<file path="config.mk">
export PLATFORM = sky130hd
export DESIGN_NAME = smsr_core
export DESIGN_NICKNAME = d
export VERILOG_FILES = /design/src/hdl/smsr_pkg.sv /design/src/hdl/smsr_core.sv
export VERILOG_INCLUDE_DIRS = /design/src /design/src/hdl
export SDC_FILE = /design/constraint.sdc
export NUM_CORES = 1
export LEC_CHECK = 0
export BUFFER_PORTS_ARGS = -buffer_cell sky130_fd_sc_hd__buf_2
export CORE_MARGIN = 4
export CORE_UTILIZATION = 51
export DETAILED_ROUTE_END_ITERATION = 7
export PLACE_DENSITY = 0.86
export RECOVER_POWER = 25
export SYNTH_ARGS = -nofsm -noshare
export SYNTH_HDL_FRONTEND = slang
export SYNTH_SLANG_ARGS = --single-unit
export TNS_END_PERCENT = 20
</file>
<file path="constraint.sdc">
create_clock -name i_clk -period 5.1 [get_ports i_clk]
set_input_delay 1.02 -clock i_clk [delete_from_list [all_inputs] [get_ports i_clk]]
set_output_delay 1.02 -clock i_clk [all_outputs]
set_load 0.005 [all_outputs]
</file>
<file path="src/hdl/smsr_regs.svh">
// Offsets, field positions, reset values and timing constants (clock rate, gap times in ns) for the
// run-time control and status register bank.
// Assumes a 25 MHz clock and an AHB-Lite slave with word-aligned registers.
`ifndef SMSR_REGS_SVH
`define SMSR_REGS_SVH

// Printed offsets are indices; byte address is four times index
`define SMSR_IDX_STATUS_LO 8'h04
`define SMSR_IDX_STATUS_HI 8'h05
`define SMSR_IDX_CTRL_SET 8'h08
`define SMSR_IDX_CTRL_CLR 8'h09
`define SMSR_IDX_WDOG_PRESET 8'h0A
`define SMSR_IDX_CONFIG 8'h0B

`define SMSR_BIT_LEAVE_OFF 0
`define SMSR_BIT_EOI 1
`define SMSR_BIT_GO_OFF 2
`define SMSR_BIT_FORCE_PRM 3
`define SMSR_BIT_SWAP_EN 4
`define SMSR_BIT_WD_RELOAD 5
`define SMSR_CTRL_MASK 6'h3F
`define SMSR_CTRL_RESET 6'h00

`define SMSR_RAM_LIMIT 11'h600
`define SMSR_RAM_WRAP 11'h400

`define SMSR_CLK_HZ 25000000
`define SMSR_GAP_SHORT_NS 1000
`define SMSR_GAP_LONG_NS 1000000
`define SMSR_WDOG_PRESET_RESET 16'hFFFF

`endif

</file>
<file path="src/hdl/smsr_pkg.sv">
// Types for the run-time control and status register bank.
// Assumes the constants header is included by users that need numbers.
package smsr_pkg;

    typedef enum logic [1:0] {
        SMSR_SLV_WAIT_PRM = 2'h0,
        SMSR_SLV_WAIT_CFG = 2'h1,
        SMSR_SLV_EXCHANGE_STATE = 2'h2
    } smsr_slave_code_t;

    typedef enum logic [1:0] {
        SMSR_WD_RATE_SEARCH = 2'h0,
        SMSR_WD_RATE_MON = 2'h1,
        SMSR_WD_MASTER_MON = 2'h2
    } smsr_wdog_code_t;

    // Commands toward the protocol engines
    typedef struct packed {
        logic leave_offline_cmd;
        logic start_timers;
        logic go_offline_req;
        logic force_wait_prm;
        logic swap_enable;
        logic user_wdog_reload;
    } smsr_cmd_t;

    // State reported by the protocol engines
    typedef struct packed {
        logic request_busy;
        logic link_ind_pending;
        logic diag_not_fetched;
        logic [1:0] slave_fsm_state;
        logic [1:0] wdog_fsm_state;
        logic [3:0] baud_code;
        logic slave_in_wait_prm;
    } smsr_stat_t;

    typedef struct packed {
        logic [31:0] haddr;
        logic [1:0] htrans;
        logic hwrite;
        logic [2:0] hsize;
        logic hsel;
        logic hready;
    } smsr_ahb_req_t;

endpackage

</file>
<file path="src/hdl/smsr_core.sv">
// Run-time control (set/clear) and status registers of a fieldbus slave
// controller, on an AHB-Lite slave port.
// Assumes protocol engines consume o_cmd and report on i_stat.
`include "smsr_regs.svh"
`timescale 1ns/1ps
`default_nettype none

module smsr_core #(
    parameter logic [3:0] RELEASE_NO = 4'h0, // Arbitrary value
    parameter int GAP_LONG_CYC =
        (`SMSR_GAP_LONG_NS / 1000) * (`SMSR_CLK_HZ / 1000000)
)(
    input wire logic i_clk,
    input wire logic i_nrst,
    input wire smsr_pkg::smsr_ahb_req_t i_ahb,
    input wire logic [31:0] i_hwdata,
    output logic [31:0] o_hrdata,
    output logic o_hreadyout,
    output logic o_hresp,
    input wire smsr_pkg::smsr_stat_t i_stat,
    input wire logic i_int_pending,
    input wire logic i_mem_valid,
    input wire logic [10:0] i_mem_addr,
    output logic [10:0] o_mem_addr,
    output var smsr_pkg::smsr_cmd_t o_cmd,
    output logic [15:0] o_wdog_preset,
    output logic o_online,
    output logic o_int_allow
);

    localparam int GAP_SHORT_CYC =
        ((`SMSR_GAP_SHORT_NS * (`SMSR_CLK_HZ / 1000000)) + 999) / 1000;

    typedef enum logic [2:0] {
        SMSR_ST_OFFLINE = 3'h1,
        SMSR_ST_IDLE = 3'h2,
        SMSR_ST_DRAIN = 3'h4
    } smsr_run_t;

    ////////////////////////////////////////////////////////////////////////
    // Bus address phase capture

    logic wr_pend_reg;
    logic [7:0] wr_idx_reg;
    logic addr_ok;
    logic ctrl_set_wr;
    logic ctrl_clr_wr;
    logic [5:0] wdata6;

    assign addr_ok = i_ahb.hsel && i_ahb.hready && i_ahb.htrans[1];
    assign o_hreadyout = 1'b1;
    assign o_hresp = 1'b0;

    always_ff @(posedge i_clk or negedge i_nrst)
    begin
        if (!i_nrst)
        begin
            wr_pend_reg <= 1'b0;
            wr_idx_reg <= 8'h00;
        end
        else
        begin
            wr_pend_reg <= addr_ok && i_ahb.hwrite;
            wr_idx_reg <= i_ahb.haddr[9:2];
        end
    end

    assign ctrl_set_wr = wr_pend_reg && (wr_idx_reg == `SMSR_IDX_CTRL_SET);
    assign ctrl_clr_wr = wr_pend_reg && (wr_idx_reg == `SMSR_IDX_CTRL_CLR);
    assign wdata6 = i_hwdata[5:0] & `SMSR_CTRL_MASK;

    ////////////////////////////////////////////////////////////////////////
    // Control register

    logic [5:0] ctrl_reg;
    logic [5:0] ctrl_next;
    logic [5:0] self_clr;
    smsr_run_t run_reg;
    logic gap_base_reg;

    always_comb
    begin
        self_clr = 6'h00;
        if (ctrl_reg[`SMSR_BIT_LEAVE_OFF])
        begin
            self_clr[`SMSR_BIT_LEAVE_OFF] = 1'b1;
            self_clr[`SMSR_BIT_GO_OFF] = 1'b1;
        end
        self_clr[`SMSR_BIT_EOI] = ctrl_reg[`SMSR_BIT_EOI];
        if (run_reg == SMSR_ST_DRAIN && !i_stat.request_busy)
            self_clr[`SMSR_BIT_GO_OFF] = 1'b1;
        // cleared when slave FSM reaches await-parameter
        if (i_stat.slave_in_wait_prm)
            self_clr[`SMSR_BIT_FORCE_PRM] = ctrl_reg[`SMSR_BIT_FORCE_PRM];
        self_clr[`SMSR_BIT_WD_RELOAD] = ctrl_reg[`SMSR_BIT_WD_RELOAD];
        // ones set or clear, zeros keep
        ctrl_next = ctrl_reg & ~self_clr;
        if (ctrl_clr_wr)
            ctrl_next = ctrl_next & ~wdata6;
        // Host set wins over hardware self-clear
        if (ctrl_set_wr)
            ctrl_next = ctrl_next | wdata6;
    end

    always_ff @(posedge i_clk or negedge i_nrst)
    begin
        if (!i_nrst)
            ctrl_reg <= `SMSR_CTRL_RESET;
        else
            ctrl_reg <= ctrl_next;
    end

    ////////////////////////////////////////////////////////////////////////
    // Auxiliary registers: watchdog preset and gap time base

    always_ff @(posedge i_clk or negedge i_nrst)
    begin
        if (!i_nrst)
        begin
            o_wdog_preset <= `SMSR_WDOG_PRESET_RESET;
            gap_base_reg <= 1'b0;
        end
        else if (wr_pend_reg)
        begin
            if (wr_idx_reg == `SMSR_IDX_WDOG_PRESET)
                o_wdog_preset <= i_hwdata[15:0];
            if (wr_idx_reg == `SMSR_IDX_CONFIG)
                gap_base_reg <= i_hwdata[0];
        end
    end

    ////////////////////////////////////////////////////////////////////////
    // Online state

    always_ff @(posedge i_clk or negedge i_nrst)
    begin
        if (!i_nrst)
            run_reg <= SMSR_ST_OFFLINE;
        else
        begin
            case (run_reg)
                SMSR_ST_OFFLINE:
                    if (ctrl_reg[`SMSR_BIT_LEAVE_OFF])
                        run_reg <= SMSR_ST_IDLE;
                SMSR_ST_IDLE:
                    if (ctrl_reg[`SMSR_BIT_GO_OFF])
                        run_reg <= SMSR_ST_DRAIN;
                SMSR_ST_DRAIN:
                    if (!i_stat.request_busy)
                        run_reg <= SMSR_ST_OFFLINE;
                default:
                    run_reg <= SMSR_ST_OFFLINE;
            endcase
        end
    end

    ////////////////////////////////////////////////////////////////////////
    // Interrupt gap timer

    logic [19:0] gap_cnt_reg;

    always_ff @(posedge i_clk or negedge i_nrst)
    begin
        if (!i_nrst)
            gap_cnt_reg <= 20'h00000;
        else if (ctrl_reg[`SMSR_BIT_EOI])
            gap_cnt_reg <= gap_base_reg ? 20'(GAP_LONG_CYC)
                                        : 20'(GAP_SHORT_CYC);
        else if (gap_cnt_reg != 20'h00000)
            gap_cnt_reg <= gap_cnt_reg - 20'h00001;
    end

    assign o_int_allow = (gap_cnt_reg == 20'h00000) &&
                         !ctrl_reg[`SMSR_BIT_EOI] && i_int_pending;

    ////////////////////////////////////////////////////////////////////////
    // Memory wrap and violation flag

    logic viol_reg;

    assign o_mem_addr = (i_mem_addr > `SMSR_RAM_LIMIT) ?
                        (i_mem_addr - `SMSR_RAM_WRAP) : i_mem_addr;

    always_ff @(posedge i_clk or negedge i_nrst)
    begin
        if (!i_nrst)
            viol_reg <= 1'b0;
        else if (i_mem_valid && (i_mem_addr > `SMSR_RAM_LIMIT))
            viol_reg <= 1'b1;
        else if (run_reg == SMSR_ST_OFFLINE && ctrl_reg[`SMSR_BIT_LEAVE_OFF])
            viol_reg <= 1'b0;
    end

    ////////////////////////////////////////////////////////////////////////
    // Commands

    assign o_online = (run_reg != SMSR_ST_OFFLINE);

    always_comb
    begin
        o_cmd.leave_offline_cmd = ctrl_reg[`SMSR_BIT_LEAVE_OFF];
        o_cmd.start_timers = ctrl_reg[`SMSR_BIT_LEAVE_OFF] &&
                             (run_reg == SMSR_ST_OFFLINE);
        o_cmd.go_offline_req = ctrl_reg[`SMSR_BIT_GO_OFF];
        o_cmd.force_wait_prm = ctrl_reg[`SMSR_BIT_FORCE_PRM];
        o_cmd.swap_enable = ctrl_reg[`SMSR_BIT_SWAP_EN];
        o_cmd.user_wdog_reload = ctrl_reg[`SMSR_BIT_WD_RELOAD];
    end

    ////////////////////////////////////////////////////////////////////////
    // Read path

    logic [15:0] status;
    logic rd_ok;

    always_comb
    begin
        status[0] = o_online;
        status[1] = i_stat.link_ind_pending;
        status[2] = i_stat.diag_not_fetched;
        status[3] = viol_reg;
        status[5:4] = i_stat.slave_fsm_state;
        status[7:6] = i_stat.wdog_fsm_state;
        status[11:8] = i_stat.baud_code;
        status[15:12] = RELEASE_NO;
    end

    assign rd_ok = addr_ok && !i_ahb.hwrite;

    always_ff @(posedge i_clk or negedge i_nrst)
    begin
        if (!i_nrst)
            o_hrdata <= 32'h00000000;
        else if (rd_ok)
        begin
            case (i_ahb.haddr[9:2])
                `SMSR_IDX_STATUS_LO:
                    o_hrdata <= {24'h000000, status[7:0]};
                `SMSR_IDX_STATUS_HI:
                    o_hrdata <= {24'h000000, status[15:8]};
                `SMSR_IDX_CTRL_SET,
                `SMSR_IDX_CTRL_CLR:
                    o_hrdata <= {26'h0, ctrl_reg};
                `SMSR_IDX_WDOG_PRESET:
                    o_hrdata <= {16'h0000, o_wdog_preset};
                `SMSR_IDX_CONFIG:
                    o_hrdata <= {31'h0, gap_base_reg};
                default:
                    o_hrdata <= 32'h00000000;
            endcase
        end
    end

endmodule

`default_nettype wire

</file>
==> results of run 1 <==
worst reg2reg max path, delay by kind of cell, from the launching register on:
kind               cells  cell delay (ns)
AOI/OAI and AO/OA      2             0.61
DFF                    1             0.42
and+or+nand+nor        2             1.62
how the worst max path moves through the flow:
stage,to,cells after the start
after floorplan,o_int_allow,6
after global placement,o_hrdata[8],4
after detailed placement,o_mem_addr[10],5
after CTS,o_int_allow,5
after global routing,o_int_allow,5
final,o_int_allow,5
cell type report:
class / count / area share, %
Sequential cell: 72 / 42.7
Multi-Input combinational cell: 234 / 37.4
Tap cell: 96 / 2.81
Clock buffer: 10 / 2.99
Inverter: 6 / 0.527
Timing Repair Buffer: 106 / 12.2
Clock inverter: 6 / 1.44
cells by family after synthesis:
logic type	count (synthesis)
and+or+nand+nor	113
DFF	72
AOI/OAI and AO/OA	69
buffers and inverters	47
muxes	29
xor gates and xnor gates	3
adders and majority gates	2
other	2
report_power, final:
part           internal (uW)  leakage, uW  total (uW)  switching (uW)
registers                652     0.000884         740            88.3
logic                    152      0.00102         336             184
clock network            224    0.0000960         435             211
total                   1030      0.00200        1510             483
layout by cell type, fill, tap and decap left out, types with 7 or more instances in the layout:
cell type and count:
a21oi_1 14, a22o_1 8, buf_2 94, clkbuf_1 12, clkbuf_8 9, conb_1 18, dfrtp_1 55, dfstp_2 16
mux2_2 18, mux2i_1 7, nand2_1 21, nor2_1 13, nor2b_1 16, nor3_1 7, nor4_1 10, o21ai_0 9
o31ai_1 9
metal layers:
layer	GRT usage (%)	wire, um	share of wire [%]
met1	25.9	3630	43
met2	32.8	3980	47
met3	6.84	655	7.8
met4	6.35	144	1.7
met5	0	0	0
through the flow:
stage | setup slack, ns | power (uW)
4_1_cts | 1.97 | 1540
5_1_grt | 1.05 | 1610
2_1_floorplan | 2.53 | 1010
3_3_place_gp | 2.26 | 1080
6_report | 1.24 | 1510
3_5_place_dp | 2.24 | 1110
==> reports/qor.yml, run 1 <==
status:
  status: "finished, violations left"
  violations: "max-capacitance violations, max-slew violations"
synth:
  synthXorXnorAreaFrac_pct: 0.710
  yosys.area_share.adder_pct: 0.676
  ys_warn_count: 0
  avgSynthCellArea_um2: 11.0
  synth_top_family_by_area: "simple AND/OR/NAND/NOR gates"
  synth-compound-area-share_pct: 13.1
  syn-cell-area_um2: 3700
  synth_edf_count: 0
  synth.area.mux_share_pct: 8.58
  synth.area.top_cells: "dfrtp_1 37%, dfstp_2 12%, buf_4 6.9%"
  netlist_instances: 337
  async_flop_share_pct: 100
  synth_ff_type: "dfrtp_1"
  yosys.area_share.simple_pct: 18.8
  yosys.area.top_type: "dfrtp_1"
  ys_seq_area_share_pct: 49.2
  yosysMostFrequentCell: "dfrtp_1"
  synth_cell_types: 58
  synth_common_cells: "55 x dfrtp_1, 34 x buf_4, 21 x nand2_1"
  synth_top_area_share_pct: 37.2
  ys_seq_elements: 72
critical_path:
  path_max_fanout: 21
  critPathMaxStageDelay_ns: 0.84
  cp_num_buf_inv: 1
  r2r-start: "gap_cnt_reg[10]"
  r2r_slack_ns: 2.34
  startpoint: "gap_cnt_reg[10]"
  cp-end-kind: "primary output"
  crit_required_ns: 4.08
  cp.arrival_ns: 2.84
  start_kind: "flop"
  crit_path_top_delay_cell: "nor4_1"
  critical-path-top-delay-family: "simple AND/OR/NAND/NOR gates"
  r2r-end: "gap_cnt_reg[7]"
  reg2reg_depth: 4
  path_cells: "nor4_1 > and4_1 > nand2_2 > nor3b_2 > buf_2"
  critPathKind: "flop to primary output"
global_route:
  grt-ovfl-total: 0
  grt_pass1_vias: 2885
  grt_usage_pct: 20.3
  grt_pass1_wl_um: 13900
  grt_max_degree: 46
  antenna_found_initial: 0
die:
  fp.dieW_um: 93.2
  start_util_pct: 53.6
  fp-row-count: 30
  die_h_um: 93.2
  core_area_um2: 6910
  dieArea_um2: 8690
  io_pins: 168
clocking:
  clk_latency_ns: 0.34
  clock_sink_count: 72
  clkTransAtPathRegs_ns: 0.07
  postCtsHoldBufs: 0
  post_cts_buffers: 0
  cts_root_buf: "clkbuf_8"
  cts_made_buffers: 9
  cts_resized: 0
  cts_tree: "yes"
  clockBufferDepth: 2
  cts_max_level: 3
min_path:
  min_from: "o_hrdata[0]"
  worstHoldPathType: "flop to flop"
  holdPathStages: 2
  hold_end: "o_hrdata[0]"
drt:
  finalWirelength_um: 8410
  via_per_inst: 5.45
  postRouteAntennaNets: 0
  vias: 2888
  wl_per_cell_um: 15.9
  drc: 0
  dr.pass1.iters: 4
  drt_iter0_drc: 108
place:
  io_buffers: 105
  postPlaceCellArea_um2: 4120
  place.gp.congestion: 0.814
  hpwl_um: 6350
  dpl.cell_count: 514
sta:
  slew_headroom_pct: -0.711
  tns_ns: 0
  setup_viol: 0
  fmax_mhz: 259
  worst_pin_slew_ns: 1.51
  skew_ns: 0.00740
  post-route-period-util_pct: 75.7
  rsz0062_at_grt: "no"
  finalMaxSlewViolations: 29
  whs_ns: 0.485
  finalHoldViolCount: 0
  period_minus_slack_ns: 3.86
finish:
  finalNonFillerCells: 530
  area_delta_synth_final_pct: 15.4
  diodes: 0
  largest_reg_flops: 20
  finish.utilization_pct: 61.8
  multi_input_area_um2: 1600
  drive_gt1_share_pct: 35.9
  fill_cells: 582
  seq_area_um2: 1820
  finish.net_count: 530
  stdcell_area_um2: 4270
run:
  maxCapViolations: 1
power:
  p_leak_uw: 0.00200
  p_per_area_nw_per_um2: 354
  irDropWorstVdd_mv: 0.212
No activity file was read; power rests on OpenSTA's default activity.
==> run 2: changes to the inputs <==
--- a/config.mk
+++ b/config.mk
@@ -8,9 +8,9 @@
 export LEC_CHECK = 0
 export BUFFER_PORTS_ARGS = -buffer_cell sky130_fd_sc_hd__buf_2
 export CORE_MARGIN = 4
-export CORE_UTILIZATION = 51
+export CORE_UTILIZATION = 43
 export DETAILED_ROUTE_END_ITERATION = 7
-export PLACE_DENSITY = 0.86
+export PLACE_DENSITY = 0.77
 export RECOVER_POWER = 25
 export SYNTH_ARGS = -nofsm -noshare
 export SYNTH_HDL_FRONTEND = slang
==> constraint.sdc (replaced) <==
create_clock -name i_clk -period 3.25 [get_ports i_clk]
set_input_delay 0.65 -clock i_clk [delete_from_list [all_inputs] [get_ports i_clk]]
set_output_delay 0.65 -clock i_clk [all_outputs]
set_load 0.005 [all_outputs]
==> run 2 against run 1 <==
The flow now finishes without violations. Sequential share of layout area down 0.33 points. Hold slack got worse by 0.018 ns. Combinational power grew 60%. Sequential power is 58% higher. Routed wire length up 1.2%. Setup slack got worse by 0.75 ns. Clock power is 44% higher. Register-to-register slack worse by 1.2 ns. Via count fell by 0.55%.
==> reports/qor.yml, run 2 (synthesis gave the netlist of run 1 again) <==
status:
  status: "completed"
sta:
  tns_ns: 0
  post-route-period-util_pct: 84.9
  skew_ns: 0.00878
  finalHoldViolCount: 0
  finalMaxSlewViolations: 0
  slew_headroom_pct: 0.909
  fmax_mhz: 362
  rsz0062_at_grt: "no"
  setup_viol: 0
  period_minus_slack_ns: 2.76
  worst_pin_slew_ns: 1.49
clocking:
  clock_sink_count: 72
  cts_tree: "yes"
  cts_max_level: 3
  clk_latency_ns: 0.34
  clockBufferDepth: 2
  clkTransAtPathRegs_ns: 0.08
  cts_root_buf: "clkbuf_8"
  post_cts_buffers: 0
  cts_made_buffers: 9
  postCtsHoldBufs: 0
  cts_resized: 0
global_route:
  grt-ovfl-total: 0
  grt_pass1_wl_um: 13900
  grt_max_degree: 30
  grt_usage_pct: 17.1
  antenna_found_initial: 0
  grt_pass1_vias: 2925
critical_path:
  crit_required_ns: 2.60
  path_max_fanout: 21
  critPathMaxStageDelay_ns: 0.46
  cp_num_buf_inv: 1
  start_kind: "flop"
  critPathKind: "flop to primary output"
  path_cells: "nor4_4 > and4_4 > nand2_2 > nor3b_2 > buf_2"
  crit_path_top_delay_cell: "and4_4"
  critical-path-top-delay-family: "simple AND/OR/NAND/NOR gates"
  cp-end-kind: "primary output"
  cp.arrival_ns: 2.11
drt:
  postRouteAntennaNets: 0
  wl_per_cell_um: 15.7
  vias: 2872
  finalWirelength_um: 8510
  drt_iter0_drc: 131
  via_per_inst: 5.30
  dr.pass1.iters: 4
  drc: 0
place:
  place.gp.congestion: 0.848
  io_buffers: 105
  hpwl_um: 6380
  dpl.cell_count: 526
power:
  p_leak_uw: 0.00201
  p_per_area_nw_per_um2: 543
  irDropWorstVdd_mv: 0.283
run:
  maxCapViolations: 0
finish:
  diodes: 0
  drive_gt1_share_pct: 37.3
  layout_commonest_cell: "buf_2"
  fill_cells: 745
  finish.net_count: 533
  largest_reg_flops: 20
  finalNonFillerCells: 542
  area_delta_synth_final_pct: 16.3
  final_cell_mix: "96 x buf_2, 55 x dfrtp_1, 21 x nand2_1, 18 x mux2_2, 18 x conb_1"
die:
  fp-row-count: 33
  fp.dieW_um: 101
  core_area_um2: 8300
  die_h_um: 101
  start_util_pct: 44.6
  dieArea_um2: 10200
  io_pins: 168
min_path:
  worstHoldPathType: "input port to flop"
[run 2: cell count changes in the layout (fill, tap and decap cells not counted), sizes merged]
cell,delta
bufinv,-1
clkbuf,-2
inv,+1
buf,+4
clkinvlp,+1
[run 2: path summary, 6_finish.rpt]
kind / startpoint / endpoint / slack, ns / depth (start not counted)
worst max-delay path: gap_cnt_reg[10] / o_int_allow / 0.49 / 5
worst min-delay path: i_ahb[17] / wr_idx_reg[7] / 0.47 / 1
worst max register to register: wr_idx_reg[5] / o_wdog_preset[14] / 1.16 / 4
worst min register to register: o_hrdata[6] / o_hrdata[6] / 0.50 / 2
max in group asynchronous: i_nrst / gap_cnt_reg[2] / 0.92 / 2
min in group asynchronous: i_nrst / run_reg[1] / 0.66 / 1
[run 2: stage by stage]
| step | instance area (um^2) | setup slack (ns) | util [%] | power (uW) | hold WS, ns |
|---|---|---|---|---|---|
| 6_report | 4310 | 0.491 | 51.9 | 2340 | 0.467 |
| 3_3_place_gp | 4150 | 0.867 | 50.0 | 1700 | 0.462 |
| 2_1_floorplan | 3760 | 1.05 | - | 1590 | 0.354 |
| 5_1_grt | 4310 | 0.341 | 51.9 | 2490 | 0.445 |
| 4_1_cts | 4320 | 0.480 | 52.1 | 2350 | 0.332 |
| 3_5_place_dp | 4150 | 0.854 | 50.0 | 1730 | 0.478 |
[run 2: power by group]
| part | switching [uW] | internal, uW |
|---|---|---|
| clock | 349 | 277 |
| combinational | 286 | 251 |
| sequential | 152 | 1020 |
[run 2: area by class of cell]
cell class,instances,area [um^2],area share [%]
inverter,6,22.5,0.523
clock inverter,7,47.5,1.10
timing repair buffer,109,541,12.6
tap,105,131,3.05
clock buffer,9,124,2.88
sequential,72,1820,42.3
multi-input combinational,234,1620,37.5
[run 2: routing by layer]
layer / GRT usage (%) / share of wire [%] / vias to the layer above
li1: - / - / 1364
met3: 5.05 / 8.3 / 10
met4: 6.11 / 1.2 / 0
met1: 21.9 / 42 / 1402
met5: 0 / 0 / -
met2: 27.3 / 48 / 96
